`config.mk`:
```
export PLATFORM = sky130hd
export DESIGN_NAME = tam_bank
export DESIGN_NICKNAME = d
export VERILOG_FILES = /design/src/shared/tam_pkg.sv /design/src/hdl/tam_bank.sv
export SDC_FILE = /design/constraint.sdc
export NUM_CORES = 1
export LEC_CHECK = 0
export ABC_CLOCK_PERIOD_IN_PS = 1800
export CORE_MARGIN = 1.5
export CORE_UTILIZATION = 57
export CTS_CLUSTER_SIZE = 30
export DETAILED_ROUTE_END_ITERATION = 8
export DONT_BUFFER_PORTS = 1
export PLACE_DENSITY_LB_ADDON = 0.3
export REMOVE_ABC_BUFFERS = 1
export SLEW_MARGIN = 0
export SYNTH_ARGS = -nofsm -noshare
export SYNTH_HDL_FRONTEND = slang
export SYNTH_SLANG_ARGS = --single-unit
export TNS_END_PERCENT = 10
```
`constraint.sdc`:
```
create_clock -name clk_i -period 1.8 [get_ports clk_i]
set_input_delay 0 -clock clk_i [delete_from_list [all_inputs] [get_ports clk_i]]
set_output_delay 0 -clock clk_i [all_outputs]
set_load 0.05 [all_outputs]
```
`src/shared/tam_pkg.sv`:
```
// Constants, reset values and carriers for the alarm mask and limit bank.
// Assumes one system clock and a command-byte register port behind the
// two-wire bus front end, which lives outside this block.
//
// What this block does
// - Mask bit one blocks event, zero passes.
// - Mask bits map remote4, remote3, remote2, remote1, local.
// - First mask at 0x0C, resets to 0x19.
// - Second mask at 0x0D, reset 0x00, second-limit.
// - Third mask at 0x0E, reset 0x07, second-limit.
// - Mask bits 7-5 read zero, ignore writes.
// - Local limit at 0x40, reset 0x55, 0-127.
// - Local limit bit 7 always reads zero.
// - Local reading compared against local limit.
// - Set at limit, clear below limit minus hysteresis.
// - Output active while any unmasked status set.
package tam_pkg;

  // ==========================================================
  // Widths
  localparam int TAM_DATA_W = 8;
  localparam int TAM_MASK_W = 5;
  localparam int TAM_LIMIT_W = 7;
  localparam int TAM_HYST_W = 5;
  localparam int TAM_NUM_ALARM = 3;

  // ==========================================================
  // Command codes
  localparam logic [7:0] TAM_CMD_MASK1 = 8'h0C;
  localparam logic [7:0] TAM_CMD_MASK2 = 8'h0D;
  localparam logic [7:0] TAM_CMD_MASK3 = 8'h0E;
  localparam logic [7:0] TAM_CMD_LIMIT = 8'h40;
  localparam logic [7:0] TAM_MASK_CMD [TAM_NUM_ALARM] =
    '{TAM_CMD_MASK1, TAM_CMD_MASK2, TAM_CMD_MASK3};

  // ==========================================================
  // Reset values
  localparam logic [4:0] TAM_MASK1_RST = 5'h19;
  localparam logic [4:0] TAM_MASK2_RST = 5'h00;
  localparam logic [4:0] TAM_MASK3_RST = 5'h07;
  localparam logic [4:0] TAM_MASK_RST [TAM_NUM_ALARM] =
    '{TAM_MASK1_RST, TAM_MASK2_RST, TAM_MASK3_RST};
  localparam logic [6:0] TAM_LIMIT_RST = 7'h55;
  localparam logic [7:0] TAM_ZERO_BYTE = 8'h00;
  localparam logic [4:0] TAM_MASK_ALL = 5'h1F;

  // ==========================================================
  // Types
  typedef logic [TAM_MASK_W-1:0] tam_mask_t;

  // Bit order matches the mask layout: remote4 high, local low
  typedef struct packed {
    logic remote4;
    logic remote3;
    logic remote2;
    logic remote1;
    logic local_ch;
  } tam_chan_s;

  typedef struct packed {
    logic remote4;
    logic remote3;
    logic remote2_first;
    logic remote1_first;
    logic remote2_second;
    logic remote1_second;
  } tam_remote_s;

  typedef struct packed {
    logic wr;
    logic rd;
    logic [7:0] cmd;
    logic [7:0] wdata;
  } tam_req_s;

  typedef struct packed {
    logic ack;
    logic [7:0] rdata;
  } tam_rsp_s;

endpackage

```
`src/hdl/tam_bank.sv`:
```
// Alarm mask registers, local limit register, local status and the three
// active-low critical alarm outputs.
// Assumes remote status bits, hysteresis and local reading come from logic
// on the same clock, and the bus front end issues one-cycle strobes.
`timescale 1ns/100ps
module tam_bank (
  input wire logic clk_i,
  input wire logic sys_rst_i,
  input wire tam_pkg::tam_req_s req_i,
  output tam_pkg::tam_rsp_s rsp_o,
  input wire logic [7:0] local_temp_i,
  input wire logic local_temp_valid_i,
  input wire tam_pkg::tam_remote_s remote_evt_i,
  input wire logic [4:0] hyst_i,
  output logic local_status_o,
  output logic crit_alarm_out1_n_o,
  output logic crit_alarm_out2_n_o,
  output logic crit_alarm_out3_n_o
);

  // ==========================================================
  // Storage
  tam_pkg::tam_mask_t mask_reg [tam_pkg::TAM_NUM_ALARM];
  tam_pkg::tam_chan_s stat [tam_pkg::TAM_NUM_ALARM];
  logic [6:0] limit_reg;
  logic local_stat_reg;
  logic [2:0] alarm_n_reg;
  tam_pkg::tam_rsp_s rsp_reg;
  logic [7:0] rdata_next;
  logic [8:0] temp_ext;
  logic [8:0] temp_plus_hyst;
  logic [8:0] limit_ext;

  // ==========================================================
  // Mask registers and alarm outputs, one per alarm
  genvar gi;
  generate
    for (gi = 0; gi < tam_pkg::TAM_NUM_ALARM; gi++) begin : g_alarm
      always_ff @(posedge clk_i) begin
        if (sys_rst_i) begin
          mask_reg[gi] <= tam_pkg::TAM_MASK_RST[gi];
        end else if (req_i.wr &&
                     req_i.cmd == tam_pkg::TAM_MASK_CMD[gi]) begin
          mask_reg[gi] <= req_i.wdata[tam_pkg::TAM_MASK_W-1:0];
        end
      end

      // mask one blocks, any unmasked bit fires
      always_ff @(posedge clk_i) begin
        if (sys_rst_i) begin
          alarm_n_reg[gi] <= 1'b1;
        end else begin
          alarm_n_reg[gi] <= ~|(stat[gi] & ~mask_reg[gi]);
        end
      end
    end
  endgenerate

  // ==========================================================
  // Status routing
  // first output uses first limits, others second
  always_comb begin
    stat[0] = '{remote4: remote_evt_i.remote4,
                remote3: remote_evt_i.remote3,
                remote2: remote_evt_i.remote2_first,
                remote1: remote_evt_i.remote1_first,
                local_ch: local_stat_reg};
    stat[1] = '{remote4: remote_evt_i.remote4,
                remote3: remote_evt_i.remote3,
                remote2: remote_evt_i.remote2_second,
                remote1: remote_evt_i.remote1_second,
                local_ch: local_stat_reg};
    stat[2] = stat[1];
  end

  // ==========================================================
  // Local limit register
  // seven bits kept, bit 7 dropped
  always_ff @(posedge clk_i) begin
    if (sys_rst_i) begin
      limit_reg <= tam_pkg::TAM_LIMIT_RST;
    end else if (req_i.wr && req_i.cmd == tam_pkg::TAM_CMD_LIMIT) begin
      limit_reg <= req_i.wdata[tam_pkg::TAM_LIMIT_W-1:0];
    end
  end

  // ==========================================================
  // Local status with hysteresis
  // Adding hysteresis to the reading avoids underflow of limit minus hyst
  assign temp_ext = {1'b0, local_temp_i};
  assign temp_plus_hyst = temp_ext + {4'h0, hyst_i};
  assign limit_ext = {2'b00, limit_reg};

  // set at limit, clear below limit minus hysteresis
  always_ff @(posedge clk_i) begin
    if (sys_rst_i) begin
      local_stat_reg <= 1'b0;
    end else if (local_temp_valid_i) begin
      if (temp_ext >= limit_ext) begin
        local_stat_reg <= 1'b1;
      end else if (temp_plus_hyst < limit_ext) begin
        local_stat_reg <= 1'b0;
      end
    end
  end

  // ==========================================================
  // Read path; unmapped codes read zero
  // reserved bits padded with zero
  always_comb begin
    case (req_i.cmd)
      tam_pkg::TAM_CMD_MASK1: rdata_next = {3'b000, mask_reg[0]};
      tam_pkg::TAM_CMD_MASK2: rdata_next = {3'b000, mask_reg[1]};
      tam_pkg::TAM_CMD_MASK3: rdata_next = {3'b000, mask_reg[2]};
      tam_pkg::TAM_CMD_LIMIT: rdata_next = {1'b0, limit_reg};
      default: rdata_next = tam_pkg::TAM_ZERO_BYTE;
    endcase
  end

  always_ff @(posedge clk_i) begin
    if (sys_rst_i) begin
      rsp_reg <= '0;
    end else begin
      rsp_reg.ack <= req_i.rd;
      if (req_i.rd) begin
        rsp_reg.rdata <= rdata_next;
      end
    end
  end

  assign rsp_o = rsp_reg;
  assign local_status_o = local_stat_reg;
  assign crit_alarm_out1_n_o = alarm_n_reg[0];
  assign crit_alarm_out2_n_o = alarm_n_reg[1];
  assign crit_alarm_out3_n_o = alarm_n_reg[2];

  logic [7:0] rd_cmd_reg;
  always_ff @(posedge clk_i) begin
    if (sys_rst_i) begin
      rd_cmd_reg <= tam_pkg::TAM_ZERO_BYTE;
    end else if (req_i.rd) begin
      rd_cmd_reg <= req_i.cmd;
    end
  end
endmodule

```
# == Yosys cells after proc, flatten, opt, wreduce, memory -nomap -nowiden ==
# Memory sizes are Yosys's and may differ from the RTL's.
# Cells that the tools add are included.
# totals
word_cells,53
regBits,20
mem_count,1
mem_bits_rw,15
in_bits,40
out_inout_bits,13
# mem_list
name,words,word_bits,rd,rd_clocked_by_memory_dff,write_ports,line,source
mask_reg,3,5,3,0,3,tam_bank.sv:23,tam_pkg::tam_mask_t mask_reg [tam_pkg::TAM_NUM_ALARM];
# op_classes
bitwise,9
n_lt_le_gt_ge,2
mux,17
eq_ne,4
reduce_logical,12
addsub,1
# ops
op,count
case mux 7 bit (4 select lines),1
"equality test 8 x 4 -> 1 bit, second input constant",3
bitwise AND 5 bit,3
two-way mux 5 bit,3
inverter 5 bit,3
OR reduction 5 bit,3
two-way mux 1 bit,13
adder 8 x 5 -> 9 bit,1
less-than comparator 9 x 7 -> 1 bit,1
"equality test 8 x 7 -> 1 bit, second input constant",1
>= comparator 8 x 7 -> 1 bit,1
logical AND 1 bit,4
zero test 1 bit,3
OR 1 bit,3
AND reduction 2 bit,1
nonzero test 2 bit,1

# == Depth between registers and ports, before layout ==
# Gate-level depths: netlist of run 1.
# depth
depth_word,6
mapped_depth,12
mapped_depth_nobuf,12

# == Least setup slack after synthesis of run 1 ==
# No wires, ideal clock.
# synth_timing
path_type,input port to flip-flop
startpoint,in local_temp_i[0]
endpoint,reg local_stat_reg (netlist: local_status_o)
t_required_ns,1.652
cell_stages,12
path_buffers,0
setup_time_ns,0.148
path_slack_ns,-0.047
arrival_time_ns,1.700
cell_sequence,ha_1 > inv_1 > fa_1 > nor2b_1 > o21ai_0 > a21oi_1 > xor2_1 > ha_1 > nand3b_1 > nor2_1 > a21oi_1 > o311ai_0
# synth_between
elab_chain_cells,4
elab_cells_between_ends,6
cone_classes,add/sub: 1; order compare: 2; mux: 1; reduce/logical: 2
# synth_lines
element,line,source
from (decl),tam_bank.sv:11,"input wire logic [7:0] local_temp_i,"
adder 8 x 5 -> 9 bit,tam_bank.sv:91,"assign temp_plus_hyst = temp_ext + {4'h0, hyst_i};"
less-than comparator 9 x 7 -> 1 bit,tam_bank.sv:101,end else if (temp_plus_hyst < limit_ext) begin
nonzero test 2 bit (no line),-,
AND reduction 2 bit (no line),-,
to (signal assigned),tam_bank.sv:97,local_stat_reg <= 1'b0;
to (signal assigned),tam_bank.sv:100,local_stat_reg <= 1'b1;
to (signal assigned),tam_bank.sv:102,local_stat_reg <= 1'b0;
to (decl),tam_bank.sv:26,logic local_stat_reg;
# Parallel ways exist; a longest one is shown, timed or not.
# A chain may end at the register's enable or synchronous reset.

==> flow_summary.json, run 1 <==
{
  "synth_top_area_share_pct": 21.4,
  "die_w_um": 63.7,
  "cp.arrival_ps": 1800,
  "initial_core_util_pct": 61.0,
  "post_drt_wl_per_cell_um": 17.2,
  "route.vias.total": 1912,
  "grt_pass1_wl_um": 8580,
  "post-route-util_pct": 74.1,
  "drive_gt1_share_pct": 10.3,
  "clk_path_buf_depth": 2,
  "cp_cell_sequence": "dlygate4sd3_1, inv_2, nand2_1, or4b_1, or2_2",
  "htreeDepth": 2,
  "max_cap_violations": 0,
  "ys_seq_area_share_pct": 39.5,
  "run_status": "complete, no violations",
  "rsz0062_at_grt": "true",
  "p_sw_uw": 466,
  "dp.cells": 279,
  "grt_overflow": 0,
  "antenna_found_initial": 0,
  "dp_hpwl_um": 3600,
  "synth_top_area_cell": "edfxtp_1",
  "setup-tns-final_ps": 0,
  "grt_use_total_pct": 27.6,
  "path_delay_family": "simple AND/OR/NAND/NOR gates",
  "powerDensity_mw_per_mm2": 722,
  "routed_wl_um": 5310,
  "root_buffer": "clkbuf_8",
  "synth_area_mm2": 0.00210,
  "synth_warnings": 0,
  "fin_skew_ps": 4.89,
  "required_ps": 1850,
  "clk_pin_slew_ps": 70,
  "ant_nets": 0,
  "setup.worst_path.start_class": "primary input",
  "gp_congestion": 0.858,
  "end_kind": "flop",
  "num_antenna_cells": 0,
  "dieArea_mm2": 0.00406,
  "multi_input_area_mm2": 0.00115,
  "setup_viol": 0,
  "via_per_inst": 6.21,
  "cp_slowest_stage_delay_ps": 680,
  "grt_pass1_vias": 1860,
  "clk_latency_ps": 290,
  "fillers": 260,
  "syn_inst": 228,
  "comb_power_share_pct": 14.6,
  "post_cts.repair.setup_buffers": 0,
  "die_h_um": 63.7,
  "rows": 21,
  "nets": 320,
  "crit_fanout": 13,
  "hold_viol_final": 0,
  "critPathSlowestCell": "dlygate4sd3_1",
  "fin_crit_ps": 1760,
  "drc": 0,
  "fin_crit_sh_pct": 97.6,
  "grt_max_degree": 14,
  "area_growth_pct": 21.4,
  "io_pins": 53,
  "synth_commonest_cells": "inv_1 (23), dfxtp_1 (19), a21oi_1 (18), ha_1 (18), nand2_1 (16)",
  "cts_tree": "built",
  "yosysMostFrequentCell": "inv_1",
  "port_buffers": 0,
  "power_uw": 1840,
  "async_flop_share_pct": 0,
  "core_area_mm2": 0.00344,
  "ir_worst_vdd_mv": 0.486,
  "synth_area_per_cell_um2": 9.21,
  "dpl_cell_area_mm2": 0.00222,
  "leakagePower_uw": 0.00103,
  "swShare_pct": 25.3,
  "critPathKind": "in -> reg",
  "p_int_uw": 1370,
  "maxSlewViolCount": 0,
  "hp-class": "in -> reg",
  "drt_iter0_markers": 213,
  "cts_buffers": 5,
  "clkPwrFrac_pct": 37.8,
  "seq_area_um2": 831,
  "design_area_mm2": 0.00255,
  "max_freq_mhz": 569,
  "max_slew_margin_pct": 57.6,
  "ys.flop_type": "dfxtp_1",
  "largest_reg_flops": 15,
  "ys_types": 46,
  "synth_area_leaders": "edfxtp_1 (21%), dfxtp_1 (18%), ha_1 (11%)",
  "cts.sinks": 34,
  "pwr-share-seq_pct": 47.6,
  "crit_buf_inv": 2,
  "worst_slew_pin_slew_ps": 634,
  "synth_edf_count": 15,
  "first_pass_iters": 5,
  "fin_cells": 308,
  "ys_ff_latch": 34
}
[worst reg2reg max path: cells and delay by family (launching register included)]
family	cells	cell delay, ps
compound gates	3	500
flops	1	360
fa+ha+maj	1	320
simple gates	1	110
buf+inv	1	80
[power by group through the flow]
stage	registers, uW	clock network (uW)	logic, uW
2_1_floorplan	896	0	170
3_3_place_gp	891	0	228
3_5_place_dp	892	0	234
4_1_cts	875	699	265
5_1_grt	879	729	301
6_report	876	695	269
[final timing paths]
path / from / to / slack (ps) / cells past startpoint
min reg2reg: rsp_o[0]$_SDFFE_PP0P_ / rsp_o[0]$_SDFFE_PP0P_ / 490 / 2
min: remote_evt_i[1] / crit_alarm_out2_n_o$_SDFF_PP1_ / 9 / 3
max: sys_rst_i / mask_reg[2][2]$_SDFFCE_PN1P_ / 40 / 5
max reg2reg: limit_reg[6]$_SDFFE_PP1P_ / local_status_o$_SDFFE_PP0P_ / 280 / 6
[metal layers]
| layer | routed length, um | GRT usage [%] | share of wire (%) | vias to the layer above |
|---|---|---|---|---|
| met2 | 2420 | 42.4 | 46 | 113 |
| met4 | 107 | 10.1 | 2.0 | 0 |
| met1 | 2230 | 36.4 | 42 | 884 |
| li1 | - | - | - | 904 |
| met3 | 550 | 8.57 | 10 | 11 |
| met5 | 0 | 0 | 0 | - |
[area by class of cell]
class / instances / share of cell area (%)
Sequential cell: 34 / 32.6
Clock inverter: 1 / 1.18
Clock buffer: 7 / 2.99
Multi-Input combinational cell: 162 / 45.2
Tap cell: 46 / 2.26
Inverter: 23 / 3.39
Timing Repair Buffer: 35 / 12.4
[metrics by stage]
step	worst slack, ps	hold WS, ps
finish	42.5	9.36
global placement	-115	71.5
floorplan	-47.2	69.1
global route	-62.2	9.76
CTS	2.79	5.88
detailed placement	-200	75.0
[timing repair]
action / in CTS / in global routing
resized for setup: 0 / 3
endpoints found under the hold margin: 28 / 0
endpoints found under the setup margin: 0 / 11
hold buffers: 21 / 0
[placed cells by master, fill, tap and decap left out, types with 2 or more instances in the layout]
master,Yosys,routed
a211o_1,2,2
clkbuf_8,0,5
a21o_1,2,2
or4b_1,2,2
o22ai_1,6,6
mux2i_1,5,5
o21ai_0,6,6
nand2b_1,4,4
nor3_1,2,2
clkbuf_1,6,2
a211oi_1,2,2
dfxtp_1,19,19
dlygate4sd3_1,0,21
xnor2_1,4,4
nor2b_1,9,9
a222oi_1,5,5
nor2_1,8,8
nand3b_1,4,4
edfxtp_1,15,15
a21oi_1,18,18
o2bb2ai_1,5,5
nor4_1,3,3
ha_1,18,18
and2_1,5,5
nand3_1,13,13
buf_4,1,14
nand2_1,16,16
inv_1,23,22
or2_2,3,3
o31ai_1,3,3
[cells by family after synthesis]
family,synth area share [%]
flops,39.5
buf+inv,6.02
compound gates,18.4
mux,2.38
simple gates,19.7
fa+ha+maj,11.7
xor+xnor,2.08
other cells,0.179
(Power assumes the default switching activity.)
==> inputs of run 2 (changes only) <==
--- a/config.mk
+++ b/config.mk
@@ -5,6 +5,7 @@
 export SDC_FILE = /design/constraint.sdc
 export NUM_CORES = 1
 export LEC_CHECK = 0
+export ABC_AREA = 1
 export ABC_CLOCK_PERIOD_IN_PS = 1800
 export CORE_MARGIN = 1.5
 export CORE_UTILIZATION = 57
==> run 2 against run 1 <==
Net effect: wire length shrank 6.7%; clock-buffer cell count shrank 2; clock power increased by 19%; worst setup slack gained 82 ps; sequential power about the same; clock skew is 1.2 ps lower; via count shrank 1.3%; die area grew 3.3%; global-route usage shrank 1.8 points.
==> flow_summary.json, run 2 <==
{
  "rows": 22,
  "required_ps": 2020,
  "synth_top_area_share_pct": 20.7,
  "async_flop_share_pct": 0,
  "gp_congestion": 0.798,
  "layout_common_cells": "nand2_1 (47), inv_1 (42), nand3_1 (26)",
  "p_int_uw": 1500,
  "synth_xor_area_share_pct": 2.01,
  "ys_types": 32,
  "syn_inst": 271,
  "grt_pass1_wl_um": 8070,
  "io_pins": 53,
  "crit_buf_inv": 2,
  "area_growth_pct": 18.4,
  "holdWs_ps": 18.4,
  "grt_pass1_vias": 1778,
  "via_per_inst": 5.41,
  "pwr-share-seq_pct": 43.7,
  "max_freq_mhz": 597,
  "yosysMostFrequentCell": "nand2_1",
  "run_status": "complete, no violations",
  "nets": 359,
  "cp_common_cell": "inv_1",
  "synth.mux.area_fraction_pct": 0,
  "r2r_end": "local_status_o$_SDFFE_PP0P_",
  "dp_hpwl_um": 3770,
  "swShare_pct": 24.8,
  "critPathSlowestCell": "dfxtp_1",
  "crit_fanout": 3,
  "setup.worst_path.start_class": "flop",
  "routed_wl_um": 4950,
  "ant_nets": 0,
  "initial_core_util_pct": 59.4,
  "path_delay_family": "simple AND/OR/NAND/NOR gates",
  "end_kind": "flop",
  "largest_reg_flops": 15,
  "cts.sinks": 34,
  "htreeDepth": 2,
  "synth_top_family_by_area": "simple AND/OR/NAND/NOR gates",
  "antenna_found_initial": 0,
  "port_buffers": 0,
  "grt_max_degree": 17,
  "hp-start": "remote_evt_i[4]",
  "hp-class": "in -> reg",
  "clk_path_buf_depth": 2,
  "cts_buffers": 5,
  "rsz0062_at_grt": "false",
  "grt_use_total_pct": 25.8,
  "root_buffer": "clkbuf_8",
  "first_pass_iters": 4,
  "cts_tree": "built",
  "max_slew_margin_pct": 64.5,
  "synth_compound_area_share_pct": 13.0,
  "post_drt_wl_per_cell_um": 14.2,
  "ir_worst_vdd_mv": 0.546,
  "synth_area_leaders": "edfxtp_1 (21%), dfxtp_1 (18%), ha_1 (10%)",
  "yosys.area_share.simple_pct": 25.6,
  "synth_top_area_cell": "edfxtp_1",
  "whs_path_depth": 3,
  "critPathKind": "reg -> reg",
  "grt_overflow": 0,
  "ys_ff_latch": 34,
  "rrSetupSlack_ps": 120,
  "powerDensity_mw_per_mm2": 778,
  "drc": 0,
  "core_area_mm2": 0.00366,
  "synthAdderAreaFrac_pct": 11.3,
  "post-place-ws_ps": -298,
  "clk_pin_slew_ps": 70,
  "comb_power_share_pct": 14.9,
  "die_w_um": 64.8,
  "crit_cells": 9,
  "synth_area_per_cell_um2": 8.02,
  "fin_skew_ps": 3.72,
  "p_sw_uw": 497,
  "cp_cell_sequence": "inv_1, ha_1, inv_1, or2_2, nor2_1, nand4_1, nand3_1, nand2_1, a21oi_1",
  "worst_slack_ps": 125,
  "setup_viol": 0,
  "worst_slew_pin_slew_ps": 533,
  "cp_slowest_stage_delay_ps": 350,
  "clkPwrFrac_pct": 41.4,
  "reg2reg_from": "limit_reg[6]$_SDFFE_PP1P_",
  "synth_commonest_cells": "nand2_1 (47), inv_1 (42), nand3_1 (26)",
  "num_antenna_cells": 0,
  "post_cts.repair.setup_buffers": 0,
  "synth_area_mm2": 0.00217,
  "ys_seq_area_share_pct": 38.2,
  "max_cap_violations": 0,
  "ys.flop_type": "dfxtp_1",
  "drive_gt1_share_pct": 14.6,
  "layout_commonest_cell": "nand2_1",
  "die_h_um": 64.8,
  "maxSlewViolCount": 0,
  "synth_warnings": 0,
  "synth_edf_count": 15,
  "fin_crit_ps": 1680,
  "drt_iter0_markers": 198,
  "leakagePower_uw": 0.00119,
  "route.vias.total": 1888,
  "reg2regPathDepth": 9,
  "hold_viol_final": 0,
  "holdPathEnd": "crit_alarm_out2_n_o$_SDFF_PP1_",
  "fin_crit_sh_pct": 93.1,
  "cp.arrival_ps": 1890,
  "dieArea_mm2": 0.00419,
  "clk_latency_ps": 290
}
[run 2: cell count changes in the layout (fill, tap and decap cells not counted), sizes merged, moves of 6 or more]
cell         delta
nor2           +15
dlygate4sd3     -8
nor2b           -9
nand2          +35
inv            +22
nor3            +6
o21ai           +8
nand3          +13
[run 2: worst register-to-register path, cell delays in order (launching register included)]
cell,delay (ps)
dfxtp_1,350
inv_1,80
ha_1,270
inv_1,30
or2_2,270
nor2_1,200
nand4_1,130
nand3_1,110
nand2_1,50
a21oi_1,120
[run 2: power groups by stage]
stage / registers, uW / logic, uW / clock network, uW
CTS: 875 / 294 / 825
floorplan: 901 / 183 / 0
global placement: 891 / 254 / 0
detailed placement: 892 / 264 / 0
global route: 878 / 337 / 852
finish: 875 / 298 / 828
[run 2: worst max-delay path by stage]
stage / slack (ps) / to / from
6_report: 120 / local_status_o$_SDFFE_PP0P_ / limit_reg[6]$_SDFFE_PP1P_
3_5_place_dp: -300 / local_status_o$_SDFFE_PP0P_ / local_temp_i[0]
4_1_cts: 50 / local_status_o$_SDFFE_PP0P_ / local_temp_i[0]
5_1_grt: 5 / local_status_o$_SDFFE_PP0P_ / local_temp_i[0]
3_3_place_gp: -230 / local_status_o$_SDFFE_PP0P_ / local_temp_i[0]
2_1_floorplan: -130 / local_status_o$_SDFFE_PP0P_ / local_temp_i[0]
[run 2: cells by family after synthesis]
kind of cell,Yosys count
other,1
buffers and inverters,51
DFF,34
AOI/OAI and AO/OA,48
xor gates and xnor gates,5
and+or+nand+nor,113
adders and majority gates,19
[run 2: timing repair]
action | in CTS | in global routing
hold endpoints to repair | 28 | 0
setup endpoints to repair | 1 | 1
pin swaps | 0 | 2
cloned | 0 | 0
hold buffers | 13 | 0
gates resized for setup | 1 | 2
[run 2: layout make-up]
cell class,instances,area (um^2)
clock inverter,3,63.8
tap,48,60.1
inverter,45,169
sequential,34,831
timing repair buffer,28,243
multi-input combinational,186,1140
fill,301,1090
clock buffer,5,68.8
[run 2: metal layers]
metal,wire length (um),GRT usage (%),vias to the layer above
li1,-,-,963
met1,2200,34.2,840
met2,2280,41.5,79
met3,395,4.51,6
met4,72,10.6,0
met5,0,0,-
[run 2: per-stage QoR]
step / setup TNS (ps) / area (um^2) / total power [uW] / cells / utilization [%]
final: 0 / 2570 / 2000 / 349 / 70.3
after global routing: 0 / 2570 / 2070 / 349 / 70.3
after CTS: 0 / 2570 / 1990 / 349 / 70.1
after detailed placement: -298 / 2300 / 1160 / 328 / 62.9
after global placement: -232 / 2300 / 1150 / 328 / 62.9
after floorplan: -134 / 2130 / 1080 / 265 / -
